File: config.mk
export PLATFORM = sky130hd
export DESIGN_NAME = sdhe_regs
export DESIGN_NICKNAME = d
export VERILOG_FILES = /design/src/sdhe_pkg.sv /design/src/sdhe_auto_if.sv /design/src/sdhe_auto_err.sv /design/src/sdhe_regs.sv
export SDC_FILE = /design/constraint.sdc
export NUM_CORES = 1
export LEC_CHECK = 0
export BUFFER_PORTS_ARGS = -buffer_cell sky130_fd_sc_hd__buf_2
export CELL_PAD_IN_SITES_DETAIL_PLACEMENT = 1
export CELL_PAD_IN_SITES_GLOBAL_PLACEMENT = 2
export CORE_MARGIN = 2
export CORE_UTILIZATION = 36
export DETAILED_ROUTE_END_ITERATION = 7
export HOLD_SLACK_MARGIN = 0.08
export PLACE_DENSITY = 0.82
export SKIP_LAST_GASP = 1
export SYNTH_ARGS = -nofsm -noshare
export SYNTH_HDL_FRONTEND = slang
export SYNTH_SLANG_ARGS = --single-unit
export TNS_END_PERCENT = 50
File: constraint.sdc
create_clock -name CLK_SYS -period 1.9 [get_ports CLK_SYS]
set_input_delay 0 -clock CLK_SYS [delete_from_list [all_inputs] [get_ports CLK_SYS]]
set_output_delay 0 -clock CLK_SYS [all_outputs]
set_load 0.01 [all_outputs]
File: src/sdhe_pkg.sv
package sdhe_pkg;
   // ------------------------------------------------------------
   // register byte offsets
   // ------------------------------------------------------------
   localparam logic [7:0] SDHE_OFS_ERR_STAT = 8'h32;
   localparam logic [7:0] SDHE_OFS_ERR_STAT_EN = 8'h36;
   localparam logic [7:0] SDHE_OFS_ERR_SIG_EN = 8'h3A;
   localparam logic [7:0] SDHE_OFS_AUTO_STAT = 8'h3C;
   localparam logic [7:0] SDHE_OFS_HOST_CTL2 = 8'h3E;
   localparam logic [7:0] SDHE_OFS_CAPS_0 = 8'h40;
   localparam logic [7:0] SDHE_OFS_CAPS_1 = 8'h42;
   localparam logic [7:0] SDHE_OFS_CAPS_2 = 8'h44;
   localparam logic [7:0] SDHE_OFS_CAPS_3 = 8'h46;
   // ------------------------------------------------------------
   // writable bit masks and reset values
   // ------------------------------------------------------------
   localparam logic [15:0] SDHE_ERR_MASK = 16'h03FF;
   localparam logic [15:0] SDHE_HC2_MASK = 16'hC000;
   localparam logic [15:0] SDHE_CAPS2_MASK = 16'h0007;
   localparam logic [15:0] SDHE_RST_ERR = 16'h0000;
   localparam logic [15:0] SDHE_RST_HC2 = 16'h0000;
   localparam logic [15:0] SDHE_RST_CAPS2 = 16'h0000;
   localparam logic [7:0] SDHE_RST_AUTO = 8'h00;
   // ------------------------------------------------------------
   // field positions
   // ------------------------------------------------------------
   localparam int SDHE_BIT_AUTO_ERR = 8;
   localparam int SDHE_BIT_PRESET = 15;
   localparam int SDHE_BIT_ASYNC = 14;
   localparam int SDHE_AS_FOLLOW = 7;
   localparam int SDHE_AS_INDEX = 4;
   localparam int SDHE_AS_ENDBIT = 3;
   localparam int SDHE_AS_CRC = 2;
   localparam int SDHE_AS_TIMEOUT = 1;
   localparam int SDHE_AS_NOT_ISSUED = 0;
   // ------------------------------------------------------------
   // response outcome, bit 1 = crc, bit 0 = timeout
   // ------------------------------------------------------------
   typedef enum logic [1:0] {
      SDHE_RSP_OK = 2'b00,
      SDHE_RSP_TIMEOUT = 2'b01,
      SDHE_RSP_CRC = 2'b10,
      SDHE_RSP_CONFLICT = 2'b11
   } sdhe_rsp_t;
endpackage : sdhe_pkg

File: src/sdhe_auto_if.sv
`timescale 1ns/1ps
interface sdhe_auto_if;
   logic rd_clear;
   logic [7:0] status;
   logic new_err;
   modport regs (output rd_clear, input status, input new_err);
   modport auto_err (input rd_clear, output status, output new_err);
endinterface : sdhe_auto_if

File: src/sdhe_auto_err.sv
`timescale 1ns/1ps
module sdhe_auto_err
   import sdhe_pkg::*;
(
   // clock and reset
   input wire logic clk,
   input wire logic reset_n,
   // register side
   sdhe_auto_if.auto_err a,
   // auto-command engine
   input wire logic auto_done,
   input wire logic auto_is_cmd23,
   input sdhe_pkg::sdhe_rsp_t rsp_outcome,
   input wire logic rsp_index_err,
   input wire logic rsp_endbit_err,
   input wire logic stop_not_issued,
   input wire logic xfer_started,
   input wire logic auto_stop_enable,
   input wire logic follow_skipped
);
   typedef struct packed {
      logic [7:0] stat;
      logic new_err;
   } sdhe_aerr_t;
   sdhe_aerr_t s, next_s;
   logic [3:0] rsp_bits;

   always_comb begin
      next_s = s;
      next_s.new_err = 1'b0;
      rsp_bits = {rsp_index_err, rsp_endbit_err, rsp_outcome};
      // clear first so a same-cycle event survives the read
      if (a.rd_clear) begin
         next_s.stat = SDHE_RST_AUTO;
      end
      if (auto_done) begin
         next_s.stat[SDHE_AS_INDEX:SDHE_AS_TIMEOUT] = next_s.stat[SDHE_AS_INDEX:SDHE_AS_TIMEOUT] | rsp_bits;
         if (|rsp_bits) begin
            next_s.new_err = 1'b1;
         end
         if (auto_is_cmd23) begin
            next_s.stat[SDHE_AS_FOLLOW] = 1'b0;
            next_s.stat[SDHE_AS_NOT_ISSUED] = 1'b0;
         end
      end
      // no stop is owed for a transfer that never began
      if (stop_not_issued && xfer_started && auto_stop_enable && !auto_is_cmd23) begin
         next_s.stat[SDHE_AS_NOT_ISSUED] = 1'b1;
         next_s.new_err = 1'b1;
      end
      if (follow_skipped && !auto_is_cmd23 && (|next_s.stat[SDHE_AS_INDEX:SDHE_AS_TIMEOUT])) begin
         next_s.stat[SDHE_AS_FOLLOW] = 1'b1;
      end
   end

   always_ff @(posedge clk or negedge reset_n) begin
      if (!reset_n) begin
         s <= '0;
      end else begin
         s <= next_s;
      end
   end

   assign a.status = s.stat;
   assign a.new_err = s.new_err;

   // ------------------------------------------------------------
   // checks
   // ------------------------------------------------------------
   a_index_record: assert property (@(posedge clk) disable iff (!reset_n)
      auto_done && rsp_index_err |=> s.stat[SDHE_AS_INDEX] && s.new_err)
      else $error("index error not recorded");
   a_conflict_code: assert property (@(posedge clk) disable iff (!reset_n)
      auto_done && rsp_outcome == SDHE_RSP_CONFLICT |=> s.stat[SDHE_AS_CRC] && s.stat[SDHE_AS_TIMEOUT])
      else $error("line conflict not encoded as crc and timeout");
   a_cmd23_clean: assert property (@(posedge clk) disable iff (!reset_n)
      auto_done && auto_is_cmd23 |=> !s.stat[SDHE_AS_FOLLOW] && !s.stat[SDHE_AS_NOT_ISSUED])
      else $error("cmd23 error set stop-only bits");
   a_not_issued_cause: assert property (@(posedge clk) disable iff (!reset_n)
      $rose(s.stat[SDHE_AS_NOT_ISSUED]) |-> $past(stop_not_issued && xfer_started && auto_stop_enable))
      else $error("not-issued bit set without cause");
   a_follow_cause: assert property (@(posedge clk) disable iff (!reset_n)
      $rose(s.stat[SDHE_AS_FOLLOW]) |-> $past(follow_skipped) && (|s.stat[SDHE_AS_INDEX:SDHE_AS_TIMEOUT]))
      else $error("follow bit set without auto error");
   a_read_clear: assert property (@(posedge clk) disable iff (!reset_n)
      a.rd_clear && !auto_done && !stop_not_issued |=> s.stat == SDHE_RST_AUTO)
      else $error("status not cleared by read");
   c_conflict: cover property (@(posedge clk) disable iff (!reset_n)
      auto_done && rsp_outcome == SDHE_RSP_CONFLICT);
   c_not_issued: cover property (@(posedge clk) disable iff (!reset_n)
      $rose(s.stat[SDHE_AS_NOT_ISSUED]));
   c_follow: cover property (@(posedge clk) disable iff (!reset_n)
      $rose(s.stat[SDHE_AS_FOLLOW]));
endmodule : sdhe_auto_err

File: src/sdhe_regs.sv
// Our own choice: strobed register access.
`timescale 1ns/1ps
module sdhe_regs
   import sdhe_pkg::*;
(
   // clock and reset
   input wire logic CLK_SYS,
   input wire logic RESET_N,
   // register port
   input wire logic [7:0] ADDR,
   input wire logic [15:0] WDATA,
   input wire logic WR_STROBE,
   input wire logic RD_STROBE,
   output logic [15:0] RDATA,
   // error sources and the normal interrupt request from the engines
   input wire logic [9:0] ERR_EVENT,
   input wire logic NORMAL_IRQ_REQ,
   // auto-command engine
   input wire logic AUTO_DONE,
   input wire logic AUTO_IS_CMD23,
   input sdhe_pkg::sdhe_rsp_t AUTO_RSP_OUTCOME,
   input wire logic AUTO_INDEX_ERR,
   input wire logic AUTO_ENDBIT_ERR,
   input wire logic AUTO_STOP_NOT_ISSUED,
   input wire logic AUTO_STOP_ENABLE,
   input wire logic MBLK_XFER_STARTED,
   input wire logic FOLLOW_CMD_SKIPPED,
   // card interrupt path
   input wire logic CARD_IRQ_IN,
   input wire logic SD_CLK_RUNNING,
   output logic CARD_IRQ_OUT,
   // to host system and clock generator
   output logic IRQ,
   output logic PRESET_SELECTION_ON,
   output logic ASYNC_CARD_IRQ_MODE
);

   // ------------------------------------------------------------
   // state
   // ------------------------------------------------------------
   typedef struct packed {
      logic [15:0] err_stat;
      logic [15:0] err_stat_en;
      logic [15:0] err_sig_en;
      logic [15:0] host_ctl2;
      logic [15:0] caps2;
      logic [15:0] rdata;
      logic irq;
      logic card_irq;
   } sdhe_regs_t;

   sdhe_regs_t s;
   sdhe_regs_t next_s;
   logic [15:0] err_events;
   logic wr_err_stat;
   logic wr_stat_en;
   logic wr_sig_en;
   logic wr_hc2;
   logic wr_caps2;

   sdhe_auto_if auto_bus ();

   // ------------------------------------------------------------
   // auto-command error status, for stop and cmd23 responses
   // ------------------------------------------------------------
   // a read of the status clears it on the same edge that
   // captures the read data, so nothing is lost between them
   assign auto_bus.rd_clear = RD_STROBE && (ADDR == SDHE_OFS_AUTO_STAT);

   sdhe_auto_err u_auto_err (
      .clk(CLK_SYS),
      .reset_n(RESET_N),
      .a(auto_bus.auto_err),
      .auto_done(AUTO_DONE),
      .auto_is_cmd23(AUTO_IS_CMD23),
      .rsp_outcome(AUTO_RSP_OUTCOME),
      .rsp_index_err(AUTO_INDEX_ERR),
      .rsp_endbit_err(AUTO_ENDBIT_ERR),
      .stop_not_issued(AUTO_STOP_NOT_ISSUED),
      .xfer_started(MBLK_XFER_STARTED),
      .auto_stop_enable(AUTO_STOP_ENABLE),
      .follow_skipped(FOLLOW_CMD_SKIPPED)
   );

   // ------------------------------------------------------------
   // write decode
   // ------------------------------------------------------------
   assign wr_err_stat = WR_STROBE && (ADDR == SDHE_OFS_ERR_STAT);
   assign wr_stat_en = WR_STROBE && (ADDR == SDHE_OFS_ERR_STAT_EN);
   assign wr_sig_en = WR_STROBE && (ADDR == SDHE_OFS_ERR_SIG_EN);
   assign wr_hc2 = WR_STROBE && (ADDR == SDHE_OFS_HOST_CTL2);
   assign wr_caps2 = WR_STROBE && (ADDR == SDHE_OFS_CAPS_2);

   // ------------------------------------------------------------
   // next state
   // ------------------------------------------------------------
   always_comb begin
      next_s = s;
      err_events = {6'h00, ERR_EVENT};
      // the auto summary also rises from the status block itself
      err_events[SDHE_BIT_AUTO_ERR] = ERR_EVENT[SDHE_BIT_AUTO_ERR] | auto_bus.new_err;

      // enables, host control 2 and caps 2, reserved bits masked off
      if (wr_stat_en) begin
         next_s.err_stat_en = WDATA & SDHE_ERR_MASK;
      end
      if (wr_sig_en) begin
         next_s.err_sig_en = WDATA & SDHE_ERR_MASK;
      end
      if (wr_hc2) begin
         next_s.host_ctl2 = WDATA & SDHE_HC2_MASK;
      end
      if (wr_caps2) begin
         next_s.caps2 = WDATA & SDHE_CAPS2_MASK;
      end

      // latched errors: write one to clear, a new event wins
      if (wr_err_stat) begin
         next_s.err_stat = s.err_stat & ~WDATA;
      end
      next_s.err_stat = (next_s.err_stat | (err_events & s.err_stat_en)) & SDHE_ERR_MASK;

      // one shared line; the registered term costs a cycle of
      // latency but keeps the pin free of decode glitches
      next_s.irq = (|(s.err_stat & s.err_sig_en)) | NORMAL_IRQ_REQ;

      // card interrupt detection needs the sd clock unless the
      // asynchronous mode is on
      next_s.card_irq = CARD_IRQ_IN && (SD_CLK_RUNNING || s.host_ctl2[SDHE_BIT_ASYNC]);

      // read data stand for exactly one cycle
      next_s.rdata = 16'h0000;
      if (RD_STROBE) begin
         case (ADDR)
            SDHE_OFS_ERR_STAT: begin
               next_s.rdata = s.err_stat;
            end
            SDHE_OFS_ERR_STAT_EN: begin
               next_s.rdata = s.err_stat_en;
            end
            SDHE_OFS_ERR_SIG_EN: begin
               next_s.rdata = s.err_sig_en;
            end
            SDHE_OFS_AUTO_STAT: begin
               next_s.rdata = {8'h00, auto_bus.status};
            end
            SDHE_OFS_HOST_CTL2: begin
               next_s.rdata = s.host_ctl2;
            end
            SDHE_OFS_CAPS_2: begin
               next_s.rdata = s.caps2;
            end
            default: begin
               // unmapped and unimplemented words read zero
               next_s.rdata = 16'h0000;
            end
         endcase
      end
   end

   // ------------------------------------------------------------
   // registers
   // ------------------------------------------------------------
   always_ff @(posedge CLK_SYS or negedge RESET_N) begin
      if (!RESET_N) begin
         s.err_stat <= SDHE_RST_ERR;
         s.err_stat_en <= SDHE_RST_ERR;
         s.err_sig_en <= SDHE_RST_ERR;
         s.host_ctl2 <= SDHE_RST_HC2;
         s.caps2 <= SDHE_RST_CAPS2;
         s.rdata <= 16'h0000;
         s.irq <= 1'b0;
         s.card_irq <= 1'b0;
      end else begin
         s <= next_s;
      end
   end

   // ------------------------------------------------------------
   // outputs
   // ------------------------------------------------------------
   assign RDATA = s.rdata;
   assign IRQ = s.irq;
   assign CARD_IRQ_OUT = s.card_irq;
   assign PRESET_SELECTION_ON = s.host_ctl2[SDHE_BIT_PRESET];
   assign ASYNC_CARD_IRQ_MODE = s.host_ctl2[SDHE_BIT_ASYNC];

   // ------------------------------------------------------------
   // checks
   // ------------------------------------------------------------
   a_auto_gate_on: assert property (@(posedge CLK_SYS) disable iff (!RESET_N)
      s.err_stat[SDHE_BIT_AUTO_ERR] && s.err_sig_en[SDHE_BIT_AUTO_ERR] |=> IRQ)
      else $error("auto error enabled but line low");
   a_irq_quiet: assert property (@(posedge CLK_SYS) disable iff (!RESET_N)
      ((s.err_stat & s.err_sig_en) == 16'h0000) && !NORMAL_IRQ_REQ |=> !IRQ)
      else $error("line high with no enabled error");
   a_irq_shared: assert property (@(posedge CLK_SYS) disable iff (!RESET_N)
      NORMAL_IRQ_REQ || (|(s.err_stat & s.err_sig_en)) |=> IRQ)
      else $error("shared line missed a source");
   // every bit at once: a new latch needs the enable of the cycle before
   a_latch_gate: assert property (@(posedge CLK_SYS) disable iff (!RESET_N)
      (s.err_stat & ~$past(s.err_stat) & ~$past(s.err_stat_en)) == 16'h0000)
      else $error("error latched while status enable clear");
   a_auto_summary: assert property (@(posedge CLK_SYS) disable iff (!RESET_N)
      auto_bus.new_err && s.err_stat_en[SDHE_BIT_AUTO_ERR] |=> s.err_stat[SDHE_BIT_AUTO_ERR])
      else $error("auto error summary not latched");
   a_auto_read: assert property (@(posedge CLK_SYS) disable iff (!RESET_N)
      RD_STROBE && ADDR == SDHE_OFS_AUTO_STAT |=> RDATA == {8'h00, $past(auto_bus.status)})
      else $error("auto status read data wrong");
   a_async_write: assert property (@(posedge CLK_SYS) disable iff (!RESET_N)
      wr_hc2 |=> ASYNC_CARD_IRQ_MODE == $past(WDATA[SDHE_BIT_ASYNC]))
      else $error("async mode not taken from write");
   a_card_gated: assert property (@(posedge CLK_SYS) disable iff (!RESET_N)
      !SD_CLK_RUNNING && !ASYNC_CARD_IRQ_MODE |=> !CARD_IRQ_OUT)
      else $error("card interrupt passed with clock stopped");
   for (genvar i = 0; i < 16; i++) begin : g_irq_bit
      a_irq_per_bit: assert property (@(posedge CLK_SYS) disable iff (!RESET_N)
         s.err_stat[i] && s.err_sig_en[i] |=> IRQ)
         else $error("enabled error bit left line low");
   end
   a_preset_write: assert property (@(posedge CLK_SYS) disable iff (!RESET_N)
      wr_hc2 |=> PRESET_SELECTION_ON == $past(WDATA[SDHE_BIT_PRESET]))
      else $error("preset selection not taken from write");
   a_card_forward: assert property (@(posedge CLK_SYS) disable iff (!RESET_N)
      ASYNC_CARD_IRQ_MODE && CARD_IRQ_IN |=> CARD_IRQ_OUT)
      else $error("card interrupt dropped in async mode");
   a_reserved_zero: assert property (@(posedge CLK_SYS) disable iff (!RESET_N)
      RD_STROBE && ADDR == SDHE_OFS_HOST_CTL2 |=> RDATA[13:0] == 14'h0000)
      else $error("reserved bits read nonzero");
   a_caps_fixed: assert property (@(posedge CLK_SYS) disable iff (!RESET_N)
      RD_STROBE && ADDR == SDHE_OFS_CAPS_2 |=> RDATA[15:3] == 13'h0000)
      else $error("capability word reserved bits set");
   c_irq_auto: cover property (@(posedge CLK_SYS) disable iff (!RESET_N)
      $rose(IRQ) && s.err_stat[SDHE_BIT_AUTO_ERR]);
   c_card_async: cover property (@(posedge CLK_SYS) disable iff (!RESET_N)
      CARD_IRQ_OUT && !SD_CLK_RUNNING);
endmodule : sdhe_regs

==> results.py <==
metrics = {
    "clock_network": {
        "htreeDepth": 2,
        "clockRootBuffer": "clkbuf_8",
        "numCtsBuffers": 5,
        "clk_latency_ps": 320,
        "cts.clk_slew.worst_paths_ps": 100,
        "clock_sinks": 56,
        "cts_tree": "yes",
        "cts_buffer_depth": 2,
    },
    "yosys": {
        "ys_top_cells_by_area": "dfrtp_1 (53%), mux2_2 (10%), a22o_1 (4.9%)",
        "synth.avg_cell_area_um2": 11.7,
        "synth_top_area_cell": "dfrtp_1",
        "yosysMostFrequentCell": "dfrtp_1",
        "synthTopCellsByCount": "dfrtp_1 (56), mux2_2 (24), buf_4 (17)",
        "ys_seq_area_share_pct": 52.6,
        "synth_top_area_share_pct": 52.6,
        "synth_flop_cell": "dfrtp_1",
        "synth_edf_count": 0,
        "ys_ff_latch": 56,
        "syn_area_um2": 2670,
        "synth.distinct_cells": 41,
        "syn_inst": 227,
        "async_reset_ff_share_pct": 100,
        "yosys_warnings": 0,
    },
    "placed_design": {
        "dp_hpwl_um": 5010,
        "place_congestion": 0.771,
        "dp.cells": 375,
        "io_buffers": 62,
    },
    "floorplanning": {
        "die_h_um": 90.0,
        "ios": 71,
        "start_util_pct": 36.9,
        "die_area_um2": 8110,
        "rows": 31,
        "core-area_um2": 7210,
        "chipWidth_um": 90.0,
    },
    "finish": {
        "layout.nets": 387,
        "fin_util_pct": 51.2,
        "nFillCells": 815,
        "n_antenna_cell": 0,
        "final_cells": 435,
        "drive_gt1_share_pct": 33.0,
        "multi_input_area_um2": 1090,
        "regArea_um2": 1400,
        "synthToLayoutAreaGrowth_pct": 38.7,
    },
    "global_route": {
        "antenna_found_initial": 0,
        "grt.overflow.total": 0,
        "grt_first_pass_wirelength_um": 12500,
        "grt_pass1_vias": 2432,
        "grt_max_degree": 30,
        "gr-usage-all-layers_pct": 19.4,
    },
    "drt": {
        "remaining_drc_errors": 0,
        "drt_wl_total_um": 7610,
        "drt_iter0_drc": 71,
        "antenna_left": 0,
        "viasPerCell": 5.17,
        "num_vias": 2248,
        "drtPass1Iterations": 4,
        "wl_per_cell_um": 17.5,
    },
    "sta": {
        "worst_pin_slew_ps": 704,
        "slew_violations": 0,
        "finalHoldViolCount": 0,
        "rsz0062_at_grt": "false",
        "fin_skew_ps": 12.2,
        "fmax_mhz": 584,
        "setup_viol": 0,
        "fin_crit_ps": 1710,
        "hold_slack_ps": 83.4,
        "tns_ps": 0,
        "slew_headroom_pct": 53.1,
        "period_share_pct": 90.1,
    },
    "critical_path": {
        "arrival_ps": 1920,
        "r2r_cells": 3,
        "crit_required_ps": 2110,
        "max_stage_delay_ps": 570,
        "path_cells": "dlygate4sd3_1 > buf_2 > nand3_1 > dlygate4sd3_1 > o21ai_0 > dlygate4sd3_1",
        "end_kind": "flop",
        "worstPathMaxFanout": 2,
        "crit_type": "input pin to flop",
        "startpoint_type": "input pin",
        "cpMostUsedCell": "dlygate4sd3_1",
        "slowest_stage": "dlygate4sd3_1",
    },
    "job": {
        "cap_violations": 0,
    },
    "hold_path": {
        "hold_path_depth": 3,
        "hold_class": "input pin to flop",
    },
    "power_and_ir_drop": {
        "p_leak_nw": 1.76,
        "ir_drop_mv": 0.589,
        "p_per_area_nw_per_um2": 770,
    },
    "outcome": {
        "status": "complete, no violations",
    },
}
## cells in the final DEF, fill, tap and decap left out, types with 2 or more instances in the layout
cell / count
buf_2: 62
dfrtp_1: 56
dlygate4sd3_1: 50
mux2_2: 24
nor2_1: 16
a22o_1: 15
a21oi_1: 11
buf_4: 11
mux2i_1: 10
nand4_1: 10
o21ai_0: 9
nand2_1: 5
clkbuf_8: 5
inv_1: 4
nor3_1: 4
and2_1: 4
conb_1: 4
nand3_1: 3
a22oi_1: 3
o2bb2ai_1: 2
nor3b_1: 2
and4b_1: 2
bufinv_16: 2
buf_12: 2
## cell type report
type | count | area share, %
Sequential cell | 56 | 37.9
Multi-Input combinational cell | 144 | 29.6
Timing Repair Buffer | 125 | 25.3
Tap cell | 99 | 3.35
Clock buffer | 5 | 1.86
Clock inverter | 2 | 1.62
Inverter | 4 | 0.406
## cell families after synthesis
| family | share of synthesized area, % |
|---|---|
| buffers and inverters | 7.09 |
| other | 0.141 |
| and+or+nand+nor | 13.1 |
| AOI/OAI and AO/OA | 12.8 |
| muxes | 14.3 |
| DFF | 52.6 |
## critical path, delay by kind of cell
family                 cells  cell delay [ps]
buffers and inverters      4             1770
AOI/OAI and AO/OA          1               80
and+or+nand+nor            1               70
## registers in the layout, summed over array words and instances (netlist names)
| name | count |
|---|---|
| CARD_IRQ_OUT | 1 |
| PRESET_SELECTION_ON | 1 |
| IRQ | 1 |
| u_auto_err.a.status | 6 |
| s | 33 |
| u_auto_err.a.new_err | 1 |
| RDATA | 12 |
| ASYNC_CARD_IRQ_MODE | 1 |
## routing by layer
layer	track usage (%)	vias up	share of wire [%]
li1	-	1029	-
met1	23.8	1140	42
met2	35.0	66	52
met3	3.19	13	3.9
met4	5.90	0	1.8
met5	0	-	0
## path summary, 6_finish.rpt
check	from	end	slack (ps)
worst max-delay path	MBLK_XFER_STARTED	u_auto_err.a.new_err$_DFF_PN0_	190
worst min register to register	PRESET_SELECTION_ON$_DFFE_PN0P_	RDATA[15]$_DFF_PN0_	520
max in group asynchronous	RESET_N	s[59]$_DFFE_PN0P_	1040
worst max register to register	u_auto_err.a.status[4]$_DFF_PN0_	u_auto_err.a.status[4]$_DFF_PN0_	470
min in group asynchronous	RESET_N	s[58]$_DFFE_PN0P_	260
worst min-delay path	ADDR[6]	RDATA[7]$_DFF_PN0_	80
## power breakdown
part	leakage, nW	switching, W	internal [W]	total (W)
logic	0.965	0.000203	0.000324	0.000528
registers	0.727	0.0000985	0.00131	0.00141
clock network	0.0642	0.000392	0.000519	0.000911
## metrics by stage
stage / cell area, um2 / setup slack [ps] / power, W
after global placement: 3040 / 219 / 0.00177
after CTS: 3680 / 63.6 / 0.00285
after global routing: 3700 / 31.2 / 0.00297
after detailed placement: 3040 / 205 / 0.00179
final: 3700 / 188 / 0.00285
after floorplan: 2680 / 530 / 0.00161
## what timing repair did
item | in CTS | in global routing
gates resized for setup | 0 | 3
endpoints found under the hold margin | 74 | 0
setup endpoints to repair | 0 | 1
hold buffers | 51 | 0
buffers inserted | 0 | 3
(Power assumes the default switching activity.)
